`src/core/fee_pkg.sv`:
```
// fee_pkg: constants and carriers of the flash eeprom emulation core
// assumes a half-word flash with two equal erase sectors, same clock
package fee_pkg;

   localparam int unsigned AW         = 14;
   localparam int unsigned PAGE_BYTES = 16384;
   localparam int unsigned PAGE_HW    = PAGE_BYTES / 2;

   // half-word offsets inside a page
   localparam logic [AW-1:0] HDR_OFF     = 14'h0000;
   localparam logic [AW-1:0] FIRST_ENTRY = 14'h0002;
   localparam logic [AW-1:0] ENTRY_HW    = 14'h0002;
   localparam logic [AW-1:0] PAGE_END    = AW'(PAGE_HW);

   // page header codes, erased flash reads all ones
   localparam logic [15:0] HDR_ERASED  = 16'hffff;
   localparam logic [15:0] HDR_RECEIVE = 16'heeee;
   localparam logic [15:0] HDR_VALID   = 16'h0000;

   // example variable table
   localparam int unsigned NVAR      = 3;
   localparam logic [47:0] VAR_TABLE = 48'h7777_6666_5555;

   typedef enum logic [1:0] {
      FEE_RD    = 2'b00,
      FEE_PROG  = 2'b01,
      FEE_ERASE = 2'b10
   } fee_op_t;

   typedef enum logic [1:0] {
      P_USE = 2'b00,
      P_MKV = 2'b01,
      P_TX  = 2'b10
   } fee_plan_t;

   // erase picks the sector from addr msb
   typedef struct packed {
      logic          rd;
      logic          prog;
      logic          erase;
      logic [AW-1:0] addr;
      logic [15:0]   data;
   } fee_fcmd_t;

   typedef struct packed {
      logic        write;
      logic [15:0] vaddr;
      logic [15:0] wdata;
   } fee_req_t;

   typedef struct packed {
      logic [15:0] data;
      logic        lookup_result_flag;
      logic        page_full;
   } fee_resp_t;

endpackage

```
`src/core/fee_fop.sv`:
```
// fee_fop: one flash operation at a time, read, program or erase
// assumes the caller holds op, addr and wdata until done
`timescale 1ns/10ps
module fee_fop (
   input  wire logic              clk,
   input  wire logic              reset,
   input  wire logic              start,
   input  wire fee_pkg::fee_op_t  op,
   input  wire logic [13:0]       addr,
   input  wire logic [15:0]       wdata,
   output logic                   done,
   output logic [15:0]            rdata,
   output fee_pkg::fee_fcmd_t     cmd,
   input  wire logic              fl_busy,
   input  wire logic              fl_rvalid,
   input  wire logic [15:0]       fl_rdata
);

   typedef enum logic [1:0] {
      F_IDLE   = 2'b00,
      F_POLL   = 2'b01,
      F_SETTLE = 2'b10,
      F_WAIT   = 2'b11
   } fee_fst_t;

   fee_fst_t           fst;
   fee_fst_t           next_fst;
   fee_pkg::fee_fcmd_t next_cmd;
   logic               next_done;
   logic [15:0]        next_rdata;

   ////////////////////////////////////////////////////////////////////////
   // an erase or program left running across reset is waited out in poll
   always_comb begin
      next_fst   = fst;
      next_cmd   = '0;
      next_done  = 1'b0;
      next_rdata = rdata;
      case (fst)
         F_IDLE: begin
            if (start) next_fst = F_POLL;
         end
         F_POLL: begin
            if (!fl_busy) begin
               next_cmd.rd    = (op == fee_pkg::FEE_RD);
               next_cmd.prog  = (op == fee_pkg::FEE_PROG);
               next_cmd.erase = (op == fee_pkg::FEE_ERASE);
               next_cmd.addr  = addr;
               next_cmd.data  = wdata;
               next_fst = (op == fee_pkg::FEE_RD) ? F_WAIT : F_SETTLE;
            end
         end
         // one spare cycle so busy is seen high
         F_SETTLE: next_fst = F_WAIT;
         F_WAIT: begin
            if (op == fee_pkg::FEE_RD) begin
               if (fl_rvalid) begin
                  next_rdata = fl_rdata;
                  next_done  = 1'b1;
                  next_fst   = F_IDLE;
               end
            end else if (!fl_busy) begin
               next_done = 1'b1;
               next_fst  = F_IDLE;
            end
         end
         default: next_fst = F_IDLE;
      endcase
   end

   always_ff @(posedge clk) begin
      if (reset) begin
         fst   <= F_IDLE;
         cmd   <= '0;
         done  <= 1'b0;
         rdata <= 16'h0000;
      end else begin
         fst   <= next_fst;
         cmd   <= next_cmd;
         done  <= next_done;
         rdata <= next_rdata;
      end
   end

   ////////////////////////////////////////////////////////////////////////
   AST_STROBE_IDLE: assert property (
      @(posedge clk) disable iff (reset)
      (cmd.prog || cmd.erase) |-> $past(!fl_busy))
      else $error("flash step issued while busy");

   AST_STROBE_PULSE: assert property (
      @(posedge clk) disable iff (reset)
      (cmd.prog || cmd.erase) |=> !(cmd.prog || cmd.erase || cmd.rd) ##1 !done)
      else $error("flash strobe longer than one cycle");

endmodule // fee_fop

```
`src/core/fee_core.sv`:
```
// fee_core: eeprom emulation on two flash pages with page recovery
// assumes an on-chip flash on clk with busy and read-valid handshakes
//
// Contract
// - two equal flash sectors, one erased spare, other active.
// - each page header sits in the first half word.
// - page state is one of empty, receiving, valid.
// - a valid page stays valid until its data is fully copied.
// - receiving plus empty: erase empty page, mark receiving page valid.
// - valid plus empty: use valid page, erase the other.
// - valid plus receiving: copy latest values, mark valid, erase old.
// - an entry is a 16-bit virtual address plus 16-bit data.
// - updates append to a fresh location, never overwrite.
// - a read returns the newest value for the address.
// - reset never aborts a running erase.
// - reset stops sequencing; a running program completes.
// - partial entries and headers are survived via header states.
// - two pages of 16 Kbytes each.
// - writes go to first empty slot; full page is signalled.
// - missing address gives lookup flag 1, else 0 with value.
`timescale 1ns/10ps
module fee_core #(
   parameter int unsigned          NVAR      = fee_pkg::NVAR,
   parameter logic [16*NVAR-1:0]   VAR_TABLE = fee_pkg::VAR_TABLE
) (
   input  wire logic               clk,
   input  wire logic               reset,
   input  wire logic               init_start,
   input  wire logic               req_valid,
   input  wire fee_pkg::fee_req_t  req,
   output logic                    req_ready,
   output logic                    resp_valid,
   output fee_pkg::fee_resp_t      resp,
   output logic                    init_done,
   output fee_pkg::fee_fcmd_t      flash_cmd,
   input  wire logic               fl_busy,
   input  wire logic               fl_rvalid,
   input  wire logic [15:0]        fl_rdata
);

   localparam int unsigned IW = $clog2(NVAR + 1);
   localparam int unsigned AW = fee_pkg::AW;

   typedef enum logic [4:0] {
      S_BOOT     = 5'b00000,
      S_H0       = 5'b00001,
      S_H1       = 5'b00010,
      S_DECIDE   = 5'b00011,
      S_FMT0     = 5'b00100,
      S_FMT1     = 5'b00101,
      S_FMTH     = 5'b00110,
      S_ERO      = 5'b00111,
      S_MKV      = 5'b01000,
      S_SCAN_V   = 5'b01001,
      S_SCAN_D   = 5'b01010,
      S_IDLE     = 5'b01011,
      S_LK_V     = 5'b01100,
      S_LK_D     = 5'b01101,
      S_WR_D     = 5'b01110,
      S_WR_V     = 5'b01111,
      S_TX_RCV   = 5'b10000,
      S_TX_NEXT  = 5'b10001,
      S_TX_WD    = 5'b10010,
      S_TX_WV    = 5'b10011,
      S_TX_VALID = 5'b10100,
      S_TX_ERASE = 5'b10101
   } fee_st_t;

   fee_st_t             state, next_state;
   fee_pkg::fee_plan_t  plan, next_plan;
   fee_pkg::fee_resp_t  next_resp;
   logic                issued, next_issued;
   logic                act, next_act;
   logic                tx, next_tx;
   logic                pend, next_pend;
   logic [AW-1:0]       wptr, next_wptr;
   logic [AW-1:0]       dptr, next_dptr;
   logic [AW-1:0]       lk_ptr, next_lk_ptr;
   logic [15:0]         h0, next_h0;
   logic [15:0]         h1, next_h1;
   logic [15:0]         key, next_key;
   logic [15:0]         pvad, next_pvad;
   logic [15:0]         w_vaddr, next_w_vaddr;
   logic [15:0]         w_data, next_w_data;
   logic [IW-1:0]       tx_idx, next_tx_idx;
   logic                next_req_ready, next_resp_valid, next_init_done;

   // flash step request
   logic                op_state, fop_done;
   // plain vector so the packed multi-field assignments below stay legal
   logic [1:0]          fop_op;
   logic                fop_pg;
   logic [AW-1:0]       fop_off;
   logic [15:0]         fop_wdata, fop_rdata, tbl;
   logic                e0, e1, r0, r1, v0, v1;

   ////////////////////////////////////////////////////////////////////////
   // header decode, anything else counts as a torn header
   assign e0  = (h0 == fee_pkg::HDR_ERASED);
   assign e1  = (h1 == fee_pkg::HDR_ERASED);
   assign r0  = (h0 == fee_pkg::HDR_RECEIVE);
   assign r1  = (h1 == fee_pkg::HDR_RECEIVE);
   assign v0  = (h0 == fee_pkg::HDR_VALID);
   assign v1  = (h1 == fee_pkg::HDR_VALID);
   assign tbl = VAR_TABLE[16*int'(tx_idx) +: 16];

   ////////////////////////////////////////////////////////////////////////
   // which flash step each state needs; data at slot, vaddr at slot+1
   always_comb begin
      op_state  = 1'b1;
      fop_op    = fee_pkg::FEE_RD;
      fop_pg    = act;
      fop_off   = fee_pkg::HDR_OFF;
      fop_wdata = fee_pkg::HDR_VALID;
      case (state)
         S_H0:       fop_pg = 1'b0;
         S_H1:       fop_pg = 1'b1;
         S_FMT0:     {fop_op, fop_pg} = {fee_pkg::FEE_ERASE, 1'b0};
         S_FMT1:     {fop_op, fop_pg} = {fee_pkg::FEE_ERASE, 1'b1};
         S_FMTH:     {fop_op, fop_pg} = {fee_pkg::FEE_PROG, 1'b0};
         S_ERO:      {fop_op, fop_pg} = {fee_pkg::FEE_ERASE, ~act};
         S_MKV:      fop_op = fee_pkg::FEE_PROG;
         S_SCAN_V: begin
            fop_off  = wptr + 14'h0001;
            // a read started at page end would be taken as the next step's done
            op_state = (wptr != fee_pkg::PAGE_END);
         end
         S_SCAN_D:   fop_off = wptr;
         S_LK_V:     fop_off = lk_ptr + 14'h0001;
         S_LK_D:     fop_off = lk_ptr;
         S_WR_D: begin
            {fop_op, fop_off, fop_wdata} = {fee_pkg::FEE_PROG, wptr, w_data};
         end
         S_WR_V: begin
            fop_op    = fee_pkg::FEE_PROG;
            fop_off   = wptr + 14'h0001;
            fop_wdata = w_vaddr;
         end
         S_TX_RCV: begin
            {fop_op, fop_pg} = {fee_pkg::FEE_PROG, ~act};
            fop_wdata = fee_pkg::HDR_RECEIVE;
         end
         S_TX_WD: begin
            {fop_op, fop_pg, fop_off} = {fee_pkg::FEE_PROG, ~act, dptr};
            fop_wdata = w_data;
         end
         S_TX_WV: begin
            {fop_op, fop_pg, fop_off} = {fee_pkg::FEE_PROG, ~act, dptr + 14'h0001};
            fop_wdata = w_vaddr;
         end
         S_TX_VALID: {fop_op, fop_pg} = {fee_pkg::FEE_PROG, ~act};
         S_TX_ERASE: fop_op = fee_pkg::FEE_ERASE;
         default:    op_state = 1'b0;
      endcase
   end

   fee_fop u_fop (
      .clk       (clk),
      .reset     (reset),
      .start     (op_state && !issued),
      .op        (fee_pkg::fee_op_t'(fop_op)),
      .addr      ({fop_pg, fop_off[AW-2:0]}),
      .wdata     (fop_wdata),
      .done      (fop_done),
      .rdata     (fop_rdata),
      .cmd       (flash_cmd),
      .fl_busy   (fl_busy),
      .fl_rvalid (fl_rvalid),
      .fl_rdata  (fl_rdata)
   );

   ////////////////////////////////////////////////////////////////////////
   always_comb begin
      next_state      = state;
      next_plan       = plan;
      next_issued     = issued ? !fop_done : (op_state && !issued);
      next_act        = act;
      next_tx         = tx;
      next_pend       = pend;
      next_wptr       = wptr;
      next_dptr       = dptr;
      next_lk_ptr     = lk_ptr;
      next_h0         = h0;
      next_h1         = h1;
      next_key        = key;
      next_pvad       = pvad;
      next_w_vaddr    = w_vaddr;
      next_w_data     = w_data;
      next_tx_idx     = tx_idx;
      next_resp       = resp;
      next_resp_valid = 1'b0;
      next_init_done  = init_done;
      case (state)
         S_BOOT: if (init_start) next_state = S_H0;
         S_H0: if (fop_done) begin
            next_h0    = fop_rdata;
            next_state = S_H1;
         end
         S_H1: if (fop_done) begin
            next_h1    = fop_rdata;
            next_state = S_DECIDE;
         end
         S_DECIDE: begin
            next_wptr   = fee_pkg::FIRST_ENTRY;
            next_dptr   = fee_pkg::FIRST_ENTRY;
            next_tx_idx = '0;
            next_pend   = 1'b0;
            next_act    = (v0 || v1) ? v1 : r1;
            if ((h0 == h1) || !(e0 || r0 || v0) || !(e1 || r1 || v1)) begin
               next_state = S_FMT0;
            end else if ((v0 || v1) && (r0 || r1)) begin
               next_plan  = fee_pkg::P_TX;
               next_state = S_SCAN_V;
            end else begin
               next_plan  = (v0 || v1) ? fee_pkg::P_USE : fee_pkg::P_MKV;
               next_state = S_ERO;
            end
         end
         S_FMT0: if (fop_done) next_state = S_FMT1;
         S_FMT1: if (fop_done) next_state = S_FMTH;
         S_FMTH: if (fop_done) begin
            next_act       = 1'b0;
            next_init_done = 1'b1;
            next_state     = S_IDLE;
         end
         S_ERO: if (fop_done) begin
            case (plan)
               fee_pkg::P_TX:  next_state = S_TX_RCV;
               fee_pkg::P_MKV: next_state = S_MKV;
               default:        next_state = S_SCAN_V;
            endcase
         end
         S_MKV: if (fop_done) next_state = S_SCAN_V;
         // find first free slot; a slot with data but no vaddr is skipped
         S_SCAN_V, S_SCAN_D: begin
            if (state == S_SCAN_V && wptr == fee_pkg::PAGE_END) begin
               next_state = (plan == fee_pkg::P_TX) ? S_ERO : S_IDLE;
               next_init_done = (plan != fee_pkg::P_TX);
            end else if (fop_done) begin
               if (fop_rdata != fee_pkg::HDR_ERASED) begin
                  next_wptr  = wptr + fee_pkg::ENTRY_HW;
                  next_state = S_SCAN_V;
               end else if (state == S_SCAN_V) begin
                  next_state = S_SCAN_D;
               end else begin
                  next_state = (plan == fee_pkg::P_TX) ? S_ERO : S_IDLE;
                  next_init_done = (plan != fee_pkg::P_TX);
               end
            end
         end
         S_IDLE: begin
            if (init_start) begin
               next_init_done = 1'b0;
               next_state     = S_H0;
            end else if (req_valid && req_ready) begin
               next_key     = req.vaddr;
               next_pvad    = req.vaddr;
               next_w_vaddr = req.vaddr;
               next_w_data  = req.wdata;
               next_tx      = 1'b0;
               next_lk_ptr  = wptr - fee_pkg::ENTRY_HW;
               if (req.write && wptr == fee_pkg::PAGE_END) begin
                  next_pend   = 1'b1;
                  next_dptr   = fee_pkg::FIRST_ENTRY;
                  next_tx_idx = '0;
                  next_state  = S_TX_RCV;
               end else if (req.write) begin
                  next_state = S_WR_D;
               end else if (wptr == fee_pkg::FIRST_ENTRY) begin
                  next_resp       = '{16'h0000, 1'b1, 1'b0};
                  next_resp_valid = 1'b1;
               end else begin
                  next_state = S_LK_V;
               end
            end
         end
         // newest entry first, so the first match is the latest value
         S_LK_V: if (fop_done) begin
            if (fop_rdata == key) begin
               next_state = S_LK_D;
            end else if (lk_ptr == fee_pkg::FIRST_ENTRY) begin
               if (tx) begin
                  next_tx_idx = tx_idx + IW'(1);
                  next_state  = S_TX_NEXT;
               end else begin
                  next_resp       = '{16'h0000, 1'b1, 1'b0};
                  next_resp_valid = 1'b1;
                  next_state      = S_IDLE;
               end
            end else begin
               next_lk_ptr = lk_ptr - fee_pkg::ENTRY_HW;
            end
         end
         S_LK_D: if (fop_done) begin
            if (tx) begin
               next_w_vaddr = key;
               next_w_data  = fop_rdata;
               next_state   = S_TX_WD;
            end else begin
               next_resp       = '{fop_rdata, 1'b0, 1'b0};
               next_resp_valid = 1'b1;
               next_state      = S_IDLE;
            end
         end
         S_WR_D: if (fop_done) next_state = S_WR_V;
         S_WR_V: if (fop_done) begin
            next_wptr       = wptr + fee_pkg::ENTRY_HW;
            next_resp       = '{16'h0000, 1'b0, 1'b0};
            next_resp_valid = 1'b1;
            next_state      = S_IDLE;
         end
         S_TX_RCV: if (fop_done) begin
            next_tx    = 1'b0;
            next_state = pend ? S_TX_WD : S_TX_NEXT;
         end
         S_TX_WD: if (fop_done) next_state = S_TX_WV;
         S_TX_WV: if (fop_done) begin
            next_dptr   = dptr + fee_pkg::ENTRY_HW;
            next_tx_idx = tx ? tx_idx + IW'(1) : tx_idx;
            next_state  = S_TX_NEXT;
         end
         S_TX_NEXT: begin
            if (tx_idx == IW'(NVAR)) begin
               next_state = S_TX_VALID;
            end else if ((pend && tbl == pvad) || wptr == fee_pkg::FIRST_ENTRY) begin
               next_tx_idx = tx_idx + IW'(1);
            end else begin
               next_key    = tbl;
               next_lk_ptr = wptr - fee_pkg::ENTRY_HW;
               next_tx     = 1'b1;
               next_state  = S_LK_V;
            end
         end
         // the old page keeps its valid header until the copy is marked
         S_TX_VALID: if (fop_done) next_state = S_TX_ERASE;
         S_TX_ERASE: if (fop_done) begin
            next_act        = ~act;
            next_wptr       = dptr;
            next_pend       = 1'b0;
            next_init_done  = 1'b1;
            next_resp       = '{16'h0000, 1'b0, 1'b1};
            next_resp_valid = pend;
            next_state      = S_IDLE;
         end
         default: next_state = S_BOOT;
      endcase
      next_req_ready = (next_state == S_IDLE) && next_init_done;
   end

   ////////////////////////////////////////////////////////////////////////
   // reset drops the sequence; the flash finishes on its own
   always_ff @(posedge clk) begin
      if (reset) begin
         state      <= S_BOOT;
         plan       <= fee_pkg::P_USE;
         issued     <= 1'b0;
         act        <= 1'b0;
         tx         <= 1'b0;
         pend       <= 1'b0;
         wptr       <= fee_pkg::FIRST_ENTRY;
         dptr       <= fee_pkg::FIRST_ENTRY;
         lk_ptr     <= fee_pkg::FIRST_ENTRY;
         h0         <= fee_pkg::HDR_ERASED;
         h1         <= fee_pkg::HDR_ERASED;
         key        <= 16'h0000;
         pvad       <= 16'h0000;
         w_vaddr    <= 16'h0000;
         w_data     <= 16'h0000;
         tx_idx     <= '0;
         resp       <= '0;
         resp_valid <= 1'b0;
         req_ready  <= 1'b0;
         init_done  <= 1'b0;
      end else begin
         state      <= next_state;
         plan       <= next_plan;
         issued     <= next_issued;
         act        <= next_act;
         tx         <= next_tx;
         pend       <= next_pend;
         wptr       <= next_wptr;
         dptr       <= next_dptr;
         lk_ptr     <= next_lk_ptr;
         h0         <= next_h0;
         h1         <= next_h1;
         key        <= next_key;
         pvad       <= next_pvad;
         w_vaddr    <= next_w_vaddr;
         w_data     <= next_w_data;
         tx_idx     <= next_tx_idx;
         resp       <= next_resp;
         resp_valid <= next_resp_valid;
         req_ready  <= next_req_ready;
         init_done  <= next_init_done;
      end
   end

   ////////////////////////////////////////////////////////////////////////
   AST_FORMAT_EQUAL: assert property (
      @(posedge clk) disable iff (reset)
      (state == S_DECIDE && h0 == h1) |=> state == S_FMT0 ##[1:1000] state != S_FMT0)
      else $error("equal headers not formatted");

   AST_HDR_CODE: assert property (
      @(posedge clk) disable iff (reset)
      (flash_cmd.prog && flash_cmd.addr[AW-2:0] == '0) |->
         (flash_cmd.data == fee_pkg::HDR_VALID || flash_cmd.data == fee_pkg::HDR_RECEIVE))
      else $error("header programmed with unknown code");

   AST_APPEND_SLOT: assert property (
      @(posedge clk) disable iff (reset)
      (state == S_WR_D && fop_done) |=> state == S_WR_V && wptr < fee_pkg::PAGE_END)
      else $error("entry write past page end");

   AST_FULL_SWAP: assert property (
      @(posedge clk) disable iff (reset)
      (state == S_IDLE && req_valid && req_ready && req.write && wptr == fee_pkg::PAGE_END)
         |=> state == S_TX_RCV && pend)
      else $error("full page did not start a swap");

   AST_NOT_FOUND: assert property (
      @(posedge clk) disable iff (reset)
      (state == S_LK_V && fop_done && !tx && fop_rdata != key
         && lk_ptr == fee_pkg::FIRST_ENTRY) |=> resp_valid && resp.lookup_result_flag)
      else $error("missing variable not flagged");

   AST_MARK_THEN_ERASE: assert property (
      @(posedge clk) disable iff (reset)
      (state == S_TX_VALID && fop_done) |=> state == S_TX_ERASE ##1 !flash_cmd.prog)
      else $error("old page erased before copy marked valid");

endmodule // fee_core

```
`config.mk`:
```
export PLATFORM = sky130hd
export DESIGN_NAME = fee_core
export DESIGN_NICKNAME = d
export VERILOG_FILES = /design/src/core/fee_pkg.sv /design/src/core/fee_fop.sv /design/src/core/fee_core.sv
export SDC_FILE = /design/constraint.sdc
export NUM_CORES = 1
export LEC_CHECK = 0
export ABC_AREA = 1
export BUFFER_PORTS_ARGS = -buffer_cell sky130_fd_sc_hd__buf_2
export CAP_MARGIN = 20
export CELL_PAD_IN_SITES_DETAIL_PLACEMENT = 0
export CELL_PAD_IN_SITES_GLOBAL_PLACEMENT = 1
export CORE_MARGIN = 4
export CORE_UTILIZATION = 40
export CTS_BUF_LIST = sky130_fd_sc_hd__clkbuf_2
export DETAILED_ROUTE_END_ITERATION = 6
export GPL_TIMING_DRIVEN = 0
export HOLD_SLACK_MARGIN = 0.12
export MAX_ROUTING_LAYER = met4
export PLACE_DENSITY_LB_ADDON = 0.08
export SLEW_MARGIN = 20
export SYNTH_ARGS = -nofsm -noshare
export SYNTH_HDL_FRONTEND = slang
export SYNTH_SLANG_ARGS = --single-unit
```
`constraint.sdc`:
```
create_clock -name clk -period 4.2 [get_ports clk]
set_input_delay 0.42 -clock clk [delete_from_list [all_inputs] [get_ports clk]]
set_output_delay 0.42 -clock clk [all_outputs]
set_load 0.01 [all_outputs]
```
==> qor.log <==
[floorplanning] area of the core 0.02995 sq mm
[synthesis] post-synthesis mux area share 0%
[floorplanning] total number of placement rows 63
[power] static leakage power 0.006511 uW
[clock_tree] count of hold-fix buffers inserted at cts 57
[worst_hold_path] start point of the worst hold path fl_busy
[final_layout] area of the multi-input gates 0.006686 sq mm
[power] clock share of power 38.9%
[floorplanning] starting utilization of the core area 40.96%
[synthesis] flip-flop and latch count after synthesis 223
[route] DRC violations left 0
[place] Placer Congestion 0.9532
[clock_tree] H-tree depth 2
[floorplanning] die outline area 0.03354 sq mm
[setup_path] Worst setup EP type flop
[synthesis] unique cell type count in the Yosys netlist 50
[synthesis] share of flip-flops with an asynchronous set or reset after synthesis 0%
[synthesis] syn avg cell area 6.579 sq um
[setup_path] critical path peak fanout 9
[global_route] wire length of the first global-routing pass 75.07 mm
[sta] worst slew margin relative to its limit 36.06%
[sta] final-report setup violation count 0
[clock_tree] clock latency on the worst-skew pair 1.05 ns
[final_layout] area added between synthesis and finish 17.43%
[run_status] status completed
[place] total placed cells including tap cells 2,362
[setup_path] kind of start point of the critical path flop
[sta] number of pins with negative max-slew slack in the final report 0
[clock_tree] total number of clock tree sinks 223
[floorplanning] num ports 109
[sta] f_max 0.3285 GHz
[sta] setup clock skew after layout 0.1769 ns
[final_layout] ratio of cells with drive above 1 in the final layout 13.66%
[global_route] GRT overflow 0
[synthesis] post-synthesis instance area 0.01227 sq mm
[route] number of search-and-repair iterations in the first detailed-routing pass 6
[synthesis] Adder-Cell Fraction of Synth Area 1.428%
[floorplanning] die height 183.1 um
[power] share of total power in sequential cells 53.6%
[power] switching power total 1191 uW
[clock_tree] cell at the root of the clock tree sky130_fd_sc_hd__clkbuf_2
[power] P_int 2831 uW
[route] post-route ant nets 0
[synthesis] most instantiated cells after synthesis 406 x sky130_fd_sc_hd__nand2_1, 233 x sky130_fd_sc_hd__a21oi_1, 229 x sky130_fd_sc_hd__nor2_1, 223 x sky130_fd_sc_hd__dfxtp_1, 180 x sky130_fd_sc_hd__inv_1
[power] maximum VDD drop 0.0002039 V
[power] cell area power density 279.2 mW/mm^2
[clock_tree] number of clock buffers inserted by TritonCTS 59
[place] Final HPWL DP 37.41 mm
[synthesis] post-synthesis net count 1,934
[synthesis] post-synthesis cell count 1,865
[setup_path] launching element of the worst setup path state[3]$_SDFF_PP0_
[final_layout] register area 0.004464 sq mm
[route] routed vias 13,630
[clock_tree] Longest Clk Path Bufs 3
[place] count of port buffers added during placement 107
[floorplanning] width of the die 183.1 um
[setup_path] critical path class flop to flop
[setup_path] endpoint arrival time on the critical path 3.85 ns
[route] Avg Vias per Cell 5.394
[sta] RSZ-0062 raised after global routing no
[synthesis] cell taking the most area after synthesis sky130_fd_sc_hd__dfxtp_1
[power] switching fraction of total power 29.62%
[final_layout] number of inserted filler cells in the final layout 3,209
[clock_tree] clock tree from TritonCTS yes
[global_route] global-route total usage across every layer 29.36%
[power] part of the total power dissipated in combinational logic 7.6%
[flow_run] number of violations of the max-capacitance limit 0
[route] total routed wirelength 49.36 mm
[synthesis] most used flip-flop cell after synthesis sky130_fd_sc_hd__dfxtp_1
[route] drt initial violations 1,029
[worst_hold_path] worst min-delay path category input port to flop
[synthesis] Synth Area in Compound Gates 20.78%
[synthesis] dominant combinational cell family by area after synthesis simple AND/OR/NAND/NOR gates
[setup_path] required time of the worst setup path 5.01 ns
[setup_path] origin of the critical flop-to-flop path state[3]$_SDFF_PP0_
[synthesis] number of enable-type register cells in the synthesized netlist 0
[global_route] via count of the first global-routing pass 13,260
[final_layout] Net count, final 2,159
[synthesis] count leader, synth sky130_fd_sc_hd__nand2_1
[synthesis] sequential fraction of the synthesis area 36.39%
[sta] slew at the pin closest to its max-slew limit 0.9591 ns
[synthesis] XOR/XNOR Fraction of Synth Area 2.855%
[sta] time the final worst path needs with I/O delays and setup 3.045 ns
[synthesis] Synth Area in Simple Gates 29.39%
[sta] Setup TNS 0 ns
[synthesis] Synth warnings 0
[sta] share of the clock period used by the worst path after layout 72.49%
[global_route] number of antenna violations at the first check in global routing 3
[synthesis] top-area cell type share of the netlist area 36.39%
[clock_tree] CTS clk-pin slew, worst paths 0.15 ns
[final_layout] final instance count without filler cells 2,527
[clock_tree] setup bufs post-CTS 0
[sta] final worst hold slack 0.3024 ns
[synthesis] synth top area cells sky130_fd_sc_hd__dfxtp_1 36%, sky130_fd_sc_hd__nand2_1 12%, sky130_fd_sc_hd__a21oi_1 9.5%
[route] routed length per placed instance 19.53 um
[clock_tree] number of resized instances in the post-cts repair step 0
[sta] total count of hold-check failures in the final report 0
[global_route] maximum number of pins on one net before global-route repair 18
sequential cells by signal (all words and copies together) (netlist names), 16 cells and up:
signal	cells
u_fop.rdata	16
w_vaddr	16
pvad	16
w_data	16
key	16
h0	16
h1	16
resp	18
u_fop.cmd	33
cells by family after synthesis:
kind of cell / count (synthesis)
simple gates: 844
compound gates: 463
buf+inv: 281
flops: 223
xor+xnor: 40
fa+ha+maj: 14
critical path: stages (launching register included):
cell and delay, ns:
sky130_fd_sc_hd__dfxtp_1 0.59, sky130_fd_sc_hd__nand2_2 0.14, sky130_fd_sc_hd__nor2_4 0.15, sky130_fd_sc_hd__nand2_2 0.18
sky130_fd_sc_hd__nor2_1 0.27, sky130_fd_sc_hd__inv_1 0.13, sky130_fd_sc_hd__nor2_4 0.23, sky130_fd_sc_hd__dlygate4sd3_1 0.81
sky130_fd_sc_hd__nand2_1 0.13, sky130_fd_sc_hd__a21oi_1 0.16
metrics by stage:
step | worst slack (ns) | area, sq um | utilization (%) | power (uW)
finish | 1.155 | 14410 | 48.10 | 4022
global route | 1.008 | 14410 | 48.10 | 4207
CTS | 1.236 | 14390 | 48.04 | 4064
detailed placement | 1.438 | 13300 | 44.39 | 2465
global placement | 1.054 | 13290 | 44.38 | 2462
floorplan | 2.199 | 12270 | - | 2348
power groups by stage:
stage / logic [uW] / clock network, uW / registers [uW]
finish: 304 / 1560 / 2160
CTS: 299 / 1610 / 2160
global placement: 259 / 0 / 2200
floorplan: 154 / 0 / 2190
global route: 336 / 1710 / 2160
detailed placement: 261 / 0 / 2200
cell usage in the layout (no fill, tap or decap), drive strengths merged, types with 5 or more instances in the layout:
master,n
o211a,6
nand3,99
o22ai,15
xor2,39
dlygate4sd3,57
dfxtp,223
o211ai,11
ha,14
clkinv,20
a22oi,12
nand2,417
buf,140
nand4,33
clkbuf,128
nor2,243
diode,7
a21oi,234
nor3,39
o21ai,149
nor4,5
a31oi,9
a211oi,12
inv,200
layer usage:
metal | global-route usage (%) | wire (um)
met4 | 10.64 | 1700
met1 | 36.53 | 20980
met3 | 4.423 | 3287
met2 | 48.58 | 23400
met5 | - | 0
final cells by class:
type | count | area share [%]
diodes | 7 | 0.1216
plain buffers | 82 | 2.605
clock buffers | 79 | 2.744
clock inverters | 22 | 0.8771
inverters | 199 | 5.193
multi-input cells | 1361 | 46.41
flip-flops and latches | 223 | 30.99
well taps | 390 | 3.387
repair buffers | 164 | 7.677
final timing paths:
check                                              to  slack, ns  cells past startpoint
worst max-delay path             key[15]$_SDFFE_PP0P_       1.16                      9
worst min-delay path            u_fop.done$_SDFF_PP0_       0.30                      5
worst max register to register   key[15]$_SDFFE_PP0P_       1.16                      9
worst min register to register      issued$_SDFF_PP0_       0.47                      2
No activity file was read; power rests on OpenSTA's default activity.
